$ cat config.mk
export PLATFORM = sky130hd
export DESIGN_NAME = tpc_timer
export DESIGN_NICKNAME = d
export VERILOG_FILES = /design/src/hdl/tpc_deadband.v /design/src/hdl/tpc_timer.v
export VERILOG_INCLUDE_DIRS = /design/src /design/src/hdl
export SDC_FILE = /design/constraint.sdc
export NUM_CORES = 1
export LEC_CHECK = 0
export ABC_CLOCK_PERIOD_IN_PS = 2600
export BUFFER_PORTS_ARGS = -buffer_cell sky130_fd_sc_hd__buf_4
export CAP_MARGIN = 25
export CORE_MARGIN = 8
export CORE_UTILIZATION = 56
export DETAILED_ROUTE_END_ITERATION = 7
export PLACE_DENSITY = 0.78
export SYNTH_ARGS = -nofsm -noshare
export SYNTH_HDL_FRONTEND = slang
export SYNTH_SLANG_ARGS = --single-unit
$ cat constraint.sdc
create_clock -name clk -period 2.6 [get_ports clk]
set_input_delay 0.65 -clock clk [delete_from_list [all_inputs] [get_ports clk]]
set_output_delay 0.65 -clock clk [all_outputs]
set_load 0.02 [all_outputs]
$ cat src/hdl/tpc_map.vh
`ifndef TPC_MAP_VH
`define TPC_MAP_VH
// APB register byte offsets
`define TPC_OFF_CTL0      12'h000
`define TPC_OFF_CTL1      12'h004
`define TPC_OFF_COUNT     12'h008
`define TPC_OFF_RELOAD    12'h00c
`define TPC_OFF_PWM       12'h010
`define TPC_OFF_DEADBAND  12'h014
`define TPC_OFF_STATUS    12'h018
// control_reg_0 fields
`define TPC_C0_MODEHI     0
// control_reg_1 fields
`define TPC_C1_MODE_LSB   0
`define TPC_C1_MODE_MSB   2
`define TPC_C1_PRES_LSB   3
`define TPC_C1_PRES_MSB   5
`define TPC_C1_POL        6
`define TPC_C1_EN         7
// Auxiliary bit in control_reg_0
`define TPC_C0_OUTEN      1
// Mode codes {mode_select_high_bit, mode_select_field}
`define TPC_MODE_CMPCNT   4'h8
`define TPC_MODE_PWM1     4'h3
`define TPC_MODE_PWM2     4'h9
// Reset and restart values, deadband limit and width
`define TPC_COUNT_RST     16'h0001
`define TPC_RELOAD_RST    16'hffff
`define TPC_DB_MAX        8'h80
`define TPC_DB_W          8
`endif

$ cat src/hdl/tpc_deadband.v
`timescale 1ns/100ps
`default_nettype none
// Delays rising edges of one output by a programmable count
module tpc_deadband (
   // Clock and reset
   input  wire       clk,
   input  wire       reset,
   // Control
   input  wire [7:0] delay,
   input  wire       level_in,
   // Delayed level
   output reg        level_out
);
   reg [7:0] cnt_reg;

   // Falls pass at once; rises wait out the delay, output stays low meanwhile
   always @(posedge clk) begin
      if (reset) begin
         cnt_reg   <= 8'h00;
         level_out <= 1'b0;
      end else if (!level_in) begin
         cnt_reg   <= 8'h00;
         level_out <= 1'b0;
      end else if (cnt_reg >= delay) begin
         level_out <= 1'b1;
      end else begin
         cnt_reg   <= cnt_reg + 8'h01;
      end
   end
endmodule // tpc_deadband
`default_nettype wire

$ cat src/hdl/tpc_timer.v
`timescale 1ns/100ps
`default_nettype none
`include "tpc_map.vh"
module tpc_timer (
   // Clock and reset
   input  wire        clk,
   input  wire        reset,
   // APB slave
   input  wire        psel,
   input  wire        penable,
   input  wire        pwrite,
   input  wire [11:0] paddr,
   input  wire [31:0] pwdata,
   output reg  [31:0] prdata,
   output reg         pready,
   output reg         pslverr,
   // Comparator and pins
   input  wire        cmp_out,
   output reg         timer_out,
   output reg         timer_out_en,
   output reg         timer_out_n,
   output reg         shared_pin_is_comp,
   // Interrupt request
   output reg         timer_irq
);
   localparam ST_IDLE = 1'b0;
   localparam ST_RUN  = 1'b1;

   reg  [7:0]  ctl0_reg;
   reg  [7:0]  ctl1_reg;
   reg  [15:0] count_reg;
   reg  [15:0] reload_reg;
   reg  [15:0] pwm_reg;
   reg  [7:0]  db_reg;
   reg  [6:0]  pres_reg;
   reg         cmp_q1_reg;
   reg         cmp_q2_reg;
   reg         cmp_q3_reg;
   reg         out_reg;
   reg         state_reg;
   reg  [3:0]  mode_next;
   reg  [15:0] count_next;
   reg         out_next;
   reg         tick;
   reg         cmp_edge;
   wire        db_p;
   wire        db_n;
   wire        acc;
   wire        wr;
   wire        en;
   wire        pol;
   wire        is_cmp;
   wire        is_pwm;
   wire        is_dual;
   wire        hit_reload;

   // Selects prescale divide limit 2^n - 1 from the three-bit code
   function [6:0] pres_limit;
      input [2:0] code;
      begin
         pres_limit = 7'h7f >> (3'h7 - code);
      end
   endfunction

   // Register offset match
   function is_off;
      input [11:0] a;
      input [11:0] off;
      begin
         is_off = (a == off);
      end
   endfunction

   assign acc = psel & penable;
   assign wr  = acc & pwrite;
   assign en  = ctl1_reg[`TPC_C1_EN];
   assign pol = ctl1_reg[`TPC_C1_POL];

   // Mode decode across both control registers
   always @* begin
      mode_next = {ctl0_reg[`TPC_C0_MODEHI],
                   ctl1_reg[`TPC_C1_MODE_MSB:`TPC_C1_MODE_LSB]};
   end
   assign is_cmp  = (mode_next == `TPC_MODE_CMPCNT);
   assign is_dual = (mode_next == `TPC_MODE_PWM2);
   assign is_pwm  = (mode_next == `TPC_MODE_PWM1) | is_dual;
   assign hit_reload = (count_reg == reload_reg);

   // Comparator edge detection; sampling adjacent flops one apart limits
   // useful rate to half of clk with one-cycle phases
   always @(posedge clk) begin
      if (reset) begin
         cmp_q1_reg <= 1'b0;
         cmp_q2_reg <= 1'b0;
         cmp_q3_reg <= 1'b0;
      end else begin
         cmp_q1_reg <= cmp_out;
         cmp_q2_reg <= cmp_q1_reg;
         cmp_q3_reg <= cmp_q2_reg;
      end
   end

   always @* begin
      cmp_edge = pol ? (!cmp_q2_reg & cmp_q3_reg)
                     : (cmp_q2_reg & !cmp_q3_reg);
   end

   // Count advance qualifier
   always @* begin
      if (is_cmp)
         tick = cmp_edge;
      else
         tick = (pres_reg == pres_limit(
                 ctl1_reg[`TPC_C1_PRES_MSB:`TPC_C1_PRES_LSB]));
   end

   // Next count and output level
   always @* begin
      count_next = count_reg;
      out_next   = out_reg;
      if (state_reg == ST_RUN && tick) begin
         if (hit_reload) begin
            count_next = `TPC_COUNT_RST;
            if (is_cmp)
               out_next = ~out_reg;
            else
               out_next = pol;
         end else begin
            count_next = count_reg + 16'h0001;
            if (is_pwm && count_reg == pwm_reg)
               out_next = ~pol;
         end
      end
   end

   // Timer state, count, prescaler and output
   always @(posedge clk) begin
      if (reset) begin
         state_reg <= ST_IDLE;
         pres_reg  <= 7'h00;
         count_reg <= `TPC_COUNT_RST;
         out_reg   <= 1'b0;
         timer_irq <= 1'b0;
      end else begin
         timer_irq <= 1'b0;
         case (state_reg)
            ST_IDLE: begin
               pres_reg <= 7'h00;
               out_reg  <= pol;
               if (wr && is_off(paddr, `TPC_OFF_COUNT))
                  count_reg <= pwdata[15:0];
               if (en)
                  state_reg <= ST_RUN;
            end
            ST_RUN: begin
               if (!en) begin
                  state_reg <= ST_IDLE;
               end else begin
                  if (tick || is_cmp)
                     pres_reg <= 7'h00;
                  else
                     pres_reg <= pres_reg + 7'h01;
                  if (wr && is_off(paddr, `TPC_OFF_COUNT))
                     count_reg <= pwdata[15:0];
                  else
                     count_reg <= count_next;
                  out_reg <= out_next;
                  if (tick && hit_reload)
                     timer_irq <= 1'b1;
               end
            end
            default: state_reg <= ST_IDLE;
         endcase
      end
   end

   // Deadband stages for true and complement outputs
   tpc_deadband u_db_p (
      .clk       (clk),
      .reset     (reset),
      .delay     (db_reg),
      .level_in  (out_reg),
      .level_out (db_p)
   );

   tpc_deadband u_db_n (
      .clk       (clk),
      .reset     (reset),
      .delay     (db_reg),
      .level_in  (~out_reg),
      .level_out (db_n)
   );

   // Pin drivers, registered
   always @(posedge clk) begin
      if (reset) begin
         timer_out          <= 1'b0;
         timer_out_n        <= 1'b0;
         timer_out_en       <= 1'b0;
         shared_pin_is_comp <= 1'b0;
      end else begin
         timer_out    <= is_dual ? db_p : out_reg;
         timer_out_n  <= is_dual ? db_n : 1'b0;
         timer_out_en <= ctl0_reg[`TPC_C0_OUTEN] | is_pwm;
         shared_pin_is_comp <= is_dual;
      end
   end

   // APB register writes; count writes are handled with the timer state
   always @(posedge clk) begin
      if (reset) begin
         ctl0_reg   <= 8'h00;
         ctl1_reg   <= 8'h00;
         reload_reg <= `TPC_RELOAD_RST;
         pwm_reg    <= 16'h0000;
         db_reg     <= 8'h00;
      end else if (wr) begin
         if (is_off(paddr, `TPC_OFF_CTL0))
            ctl0_reg <= pwdata[7:0];
         if (is_off(paddr, `TPC_OFF_CTL1))
            ctl1_reg <= pwdata[7:0];
         if (is_off(paddr, `TPC_OFF_RELOAD))
            reload_reg <= pwdata[15:0];
         if (is_off(paddr, `TPC_OFF_PWM))
            pwm_reg <= pwdata[15:0];
         // Clamp keeps deadband within its documented range
         if (is_off(paddr, `TPC_OFF_DEADBAND))
            db_reg <= (pwdata[7:0] > `TPC_DB_MAX) ? `TPC_DB_MAX
                                                   : pwdata[7:0];
      end
   end

   // APB read and response; zero wait states
   always @(posedge clk) begin
      if (reset) begin
         prdata  <= 32'h00000000;
         pready  <= 1'b0;
         pslverr <= 1'b0;
      end else begin
         pready  <= psel & ~penable;
         pslverr <= 1'b0;
         prdata  <= 32'h00000000;
         if (psel && !penable) begin
            case (paddr)
               `TPC_OFF_CTL0:     prdata <= {24'h000000, ctl0_reg};
               `TPC_OFF_CTL1:     prdata <= {24'h000000, ctl1_reg};
               `TPC_OFF_COUNT:    prdata <= {16'h0000, count_reg};
               `TPC_OFF_RELOAD:   prdata <= {16'h0000, reload_reg};
               `TPC_OFF_PWM:      prdata <= {16'h0000, pwm_reg};
               `TPC_OFF_DEADBAND: prdata <= {24'h000000, db_reg};
               `TPC_OFF_STATUS:   prdata <= {29'h00000000, timer_out_n,
                                             timer_out, state_reg};
               default:           pslverr <= 1'b1;
            endcase
         end
      end
   end
endmodule // tpc_timer
`default_nettype wire

==> results.yml, run 1 <==
run_status:
  outcome: "finished clean"
sta:
  hold_violations: 0
  relSlewSlack_pct: 65.68
  setup_viol: 0
  maxSlewViolCount: 0
  worst_clock_skew_ps: 7.778
  rsz0062_at_grt: "false"
  worst_pin_slew_ps: 514.8
  holdWs_ps: 441.5
  fmax_mhz: 405.4
  layout_setup_ws_ps: 133.4
  fin_crit_sh_pct: 94.87
  fin_crit_ps: 2467
cts:
  cts.sinks: 125
  cts_made_buffers: 17
  post-cts-setup-buffers: 0
  htreeDepth: 4
  clkTransAtPathRegs_ps: 50
  cts_tree: "done"
  post_cts_resize_count: 0
  cts_root_buf: "clkbuf_16"
  cts_hold_buf: 0
  clk_latency_ps: 420
  cts_buffer_depth: 2
final_layout:
  final_common_cell: "dfxtp_1"
  post-route-util_pct: 66.68
  syn_to_final_growth_pct: 17.95
  multi_input_area_mm2: 0.003777
  fin_area_mm2: 0.007876
  layout-drive-gt1-share_pct: 16.55
  nets: 927
  stdcell_count: 1017
  fillerInstances: 936
  mostFrequentLayoutCells: "125 x dfxtp_1, 109 x nand2_1, 83 x buf_4, 81 x nor2_1, 67 x a21oi_1"
  seqCellArea_mm2: 0.002502
  diodes: 0
yosys:
  synth-main-ff-cell: "dfxtp_1"
  synth_edf_count: 0
  ys_seq_area_share_pct: 37.47
  yosysWarnings: 0
  yosysTopAreaCell: "dfxtp_1"
  syn_area_mm2: 0.006678
  syn_inst: 811
  ys_ff_latch: 125
  synth.area.top_cells: "dfxtp_1 37%, nand2_1 6.1%, a21oi_1 5.0%"
  synth_top_cell_area_share_pct: 37.47
  synth-async-reset-ratio_pct: 0
  synth.distinct_cells: 65
  postSynthAreaPerCell_um2: 8.234
power_and_ir_drop:
  leakage_nw: 3.017
  switchingPower_mw: 0.9735
  pwr-share-clk_pct: 54.4
  swShare_pct: 21.22
  power.sequential.fraction_pct: 41.9
  power_density_mw_per_mm2: 582.5
  p_int_mw: 3.614
  p_comb_share_pct: 3.7
  ir_worst_vdd_uv: 410.9
die:
  die_w_um: 125.2
  start_util_pct: 56.54
  core_mm2: 0.01181
  io_pins: 89
  die_height_um: 125.2
  rows: 40
  die-area_mm2: 0.01568
global_routing:
  grt.total_usage_pct: 23.81
  grt_pass1_vias: 6104
  grt_first_pass_wirelength_um: 30170
  antenna_found_initial: 0
  overflow: 0
  grt_max_degree: 41
placement:
  dp.cells: 985
  place_congestion: 0.9312
  dpl-instance-area_mm2: 0.007246
  place_worst_setup_slack_ps: -18.10
  dpl.hpwl_um: 13180
  portBuffers: 56
drt:
  vias: 6316
  dr.pass1.iters: 7
  drc: 0
  ant_nets: 0
  wire_per_inst_um: 18.52
  drt_iter0_drc: 773
  routed_wl_um: 18840
  viasPerCell: 6.210
setup_path:
  critical_path_class: "flop to flop"
  end_kind: "flop"
  crit_fanout: 5
  cp.arrival_ps: 2780
  startpoint_type: "flop"
  worstPathRequired_ps: 2910
job:
  max_cap_violations: 0
hold_path:
  hold_path_class: "flop to flop"
==> synthesized netlist by cell type (6+ instances only) <==
| cell | instances |
|---|---|
| dfxtp_1 | 125 |
| nand2_1 | 109 |
| nor2_1 | 81 |
| a21oi_1 | 67 |
| clkbuf_1 | 34 |
| xnor2_1 | 32 |
| o21ai_0 | 25 |
| inv_1 | 21 |
| ha_1 | 20 |
| mux2i_1 | 20 |
| buf_4 | 19 |
| nand3_1 | 19 |
| nand3b_1 | 19 |
| a222oi_1 | 15 |
| buf_2 | 15 |
| a22oi_1 | 13 |
| and3_1 | 13 |
| nand4_1 | 12 |
| xor2_1 | 12 |
| nor2b_1 | 11 |
| nor3_1 | 11 |
| nand2b_1 | 10 |
| nor3b_1 | 10 |
| a2bb2oi_1 | 6 |
| nor4_1 | 6 |
| nor4b_1 | 6 |
==> worst paths after layout <==
check,cells after the start,end,startpoint,slack (ps)
max,10,u_db_p.cnt_reg[5],u_db_p.cnt_reg[0],130
min reg2reg,1,cmp_q2_reg,cmp_q1_reg,440
max reg2reg,10,u_db_p.cnt_reg[5],u_db_p.cnt_reg[0],130
min,1,cmp_q2_reg,cmp_q1_reg,440
==> per-layer routing <==
metal  vias to the layer above  global-route usage, %  share of wire (%)
met5                         -                      0                  0
met3                        54                  6.545                8.1
met4                         0                  11.25                3.3
li1                       2922                      -                  -
met1                      3041                  26.70                 39
met2                       299                  41.13                 50
==> worst max-delay path: stages (launching register included) <==
cell and delay (ps):
dfxtp_1 420, inv_1 70, ha_1 260, nand2b_1 140, a21o_1 170, a21o_1 170
a21oi_1 130, o21ai_1 100, a2111oi_2 520, a21oi_1 140, a31o_2 240
==> power by group through the flow <==
stage          logic [mW]  registers (mW)  clock network [mW]
2_1_floorplan       0.102            1.96                   0
3_3_place_gp        0.161            1.96                   0
3_5_place_dp        0.164            1.96                   0
4_1_cts             0.166            1.92                2.52
5_1_grt             0.178            1.92                2.61
6_report            0.170            1.92                2.50
==> per-stage QoR <==
| step | setup TNS (ps) | total power, mW |
|---|---|---|
| 2_1_floorplan | 0 | 2.066 |
| 3_3_place_gp | 0 | 2.124 |
| 3_5_place_dp | -33.59 | 2.127 |
| 4_1_cts | 0 | 4.610 |
| 5_1_grt | 0 | 4.714 |
| 6_report | 0 | 4.588 |
==> final cells by class <==
type / count / area share [%]
Clock buffer: 23 / 6.322
Clock inverter: 9 / 1.684
Inverter: 21 / 1.001
Multi-Input combinational cell: 605 / 47.96
Sequential cell: 125 / 31.77
Tap cell: 147 / 2.335
Timing Repair Buffer: 87 / 8.928
==> logic make-up after synthesis <==
logic type,Yosys count,share of synthesized area [%]
buffers and inverters,96,6.970
other,1,0.05616
AOI/OAI and AO/OA,173,17.50
xor gates and xnor gates,44,5.771
and+or+nand+nor,327,24.64
adders and majority gates,20,3.747
DFF,125,37.47
muxes,25,3.841
Note: power is estimated with default switching activity, not from simulation.
==> run 2: changes to the inputs <==
Settings changed: SETUP_SLACK_MARGIN from default to 0.3.
==> run 2 against run 1 <==
Effect of this change: non-clock buffer count grew 16; final area up 1.9%; fmax up 11%; combinational power barely moved; final cell count up 1.6%; sequential power barely moved; clock power down 8.8%; critical path depth up 1; first-iteration DRC count up 7.8%; sequential cell count stayed put; sequential share of layout area down 0.33 points; via count fell by 0.71%.
==> results.yml, run 2 (synthesis results as in run 1) <==
global_routing:
  grt_pass1_vias: 6147
  grt.total_usage_pct: 24.46
  grt_first_pass_wirelength_um: 31060
  antenna_found_initial: 0
  grt_max_degree: 37
  overflow: 0
die:
  die_w_um: 125.2
  die-area_mm2: 0.01568
  start_util_pct: 56.54
  die_height_um: 125.2
  io_pins: 89
  rows: 40
  core_mm2: 0.01181
drt:
  routed_wl_um: 19290
  viasPerCell: 6.071
  dr.pass1.iters: 8
  drt_iter0_drc: 833
  wire_per_inst_um: 18.67
  vias: 6271
  ant_nets: 0
  drc: 0
power_and_ir_drop:
  pwr-share-clk_pct: 52.2
  switchingPower_mw: 1.065
  power_density_mw_per_mm2: 544.0
  p_comb_share_pct: 3.9
  leakage_nw: 3.096
  ir_worst_vdd_uv: 436.5
  swShare_pct: 24.38
  power.sequential.fraction_pct: 43.9
  p_int_mw: 3.302
cts:
  cts_root_buf: "clkbuf_16"
  cts_hold_buf: 0
  cts_tree: "done"
  clk_latency_ps: 430
  cts.sinks: 125
  cts_made_buffers: 17
  clkTransAtPathRegs_ps: 60
  cts_buffer_depth: 2
  htreeDepth: 4
setup_path:
  worstReg2RegStart: "u_db_p.cnt_reg[0]"
  crit_path_start: "u_db_p.cnt_reg[0]"
  critical_path_class: "flop to flop"
  crit_fanout: 4
  worstPathRequired_ps: 2920
  end_kind: "flop"
  cp.arrival_ps: 2540
  startpoint_type: "flop"
run_status:
  outcome: "finished clean"
job:
  max_cap_violations: 0
sta:
  setup_viol: 0
  maxSlewViolCount: 0
  worst_clock_skew_ps: 8.178
  hold_violations: 0
  rsz0062_at_grt: "true"
  fmax_mhz: 449.7
  fin_tns_setup_ps: 0
  fin_crit_sh_pct: 85.53
  fin_crit_ps: 2224
placement:
  portBuffers: 56
  dpl.hpwl_um: 13490
  place_congestion: 0.9269
final_layout:
  syn_to_final_growth_pct: 20.20
  final_common_cell: "dfxtp_1"
  layout-drive-gt1-share_pct: 21.22
  mostFrequentLayoutCells: "114 x dfxtp_1, 109 x nand2_1, 100 x buf_4, 81 x nor2_1, 63 x a21oi_1"
  nets: 943
  post-route-util_pct: 67.96
  diodes: 0
hold_path:
  hold_path_class: "input port to flop"
  min-delay-start: "cmp_out"
## run 2: timing repair
item	4_1_cts	5_1_grt
setup endpoints to repair	10	34
setup buffers	4	5
resized for setup	6	31
gates cloned	0	0
pin swaps	2	16
## run 2: layout make-up
class	count	area, um^2
tap	147	183.9
sequential	125	2524
clock buffer	17	425.4
timing repair buffer	103	793.3
inverter	21	78.83
clock inverter	15	141.4
fill	958	3785
multi-input combinational	605	3880
## run 2: critical path, cell delays in order, from the launching register on
cell and delay (ps):
dfxtp_4 370, inv_2 40, ha_1 280, nand2b_4 130, a21o_1 150, a21o_1 160, a21oi_2 140, o21ai_2 110
a2111oi_4 300, buf_4 180, a21oi_2 50, a31o_2 210
## run 2: power by group through the flow
| stage | Combinational, mW | Clock (mW) | Sequential, mW |
|---|---|---|---|
| final | 0.169 | 2.28 | 1.92 |
| after global routing | 0.180 | 2.37 | 1.92 |
| after global placement | 0.160 | 0 | 1.96 |
| after detailed placement | 0.164 | 0 | 1.96 |
| after CTS | 0.165 | 2.29 | 1.92 |
| after floorplan | 0.103 | 0 | 1.96 |
## run 2: stage by stage
stage / hold WS, ps / cell area, um^2 / cells / setup WS, ps / total power [mW]
final: 440.8 / 8026 / 1033 / 376.3 / 4.367
after global routing: 458.7 / 8026 / 1033 / 256.2 / 4.468
after CTS: 431.2 / 7896 / 1028 / 242.2 / 4.376
after detailed placement: 447.4 / 7266 / 992 / 50.37 / 2.127
after global placement: 430.5 / 7266 / 992 / 110.2 / 2.123
after floorplan: 413.8 / 6761 / 826 / 202.2 / 2.067
## run 2: metal layers
layer / vias to the layer above / GRT usage, % / share of wire [%]
met5: - / 0 / 0
li1: 2954 / - / -
met1: 2963 / 27.63 / 38
met2: 285 / 41.71 / 50
met3: 69 / 5.652 / 7.1
met4: 0 / 14.04 / 4.6
## run 2: worst paths after layout
kind | endpoint | slack, ps | cells past startpoint
min | cmp_q1_reg | 440 | 2
min reg2reg | cmp_q2_reg | 460 | 1
max reg2reg | u_db_p.cnt_reg[5] | 380 | 11
max | u_db_p.cnt_reg[5] | 380 | 11
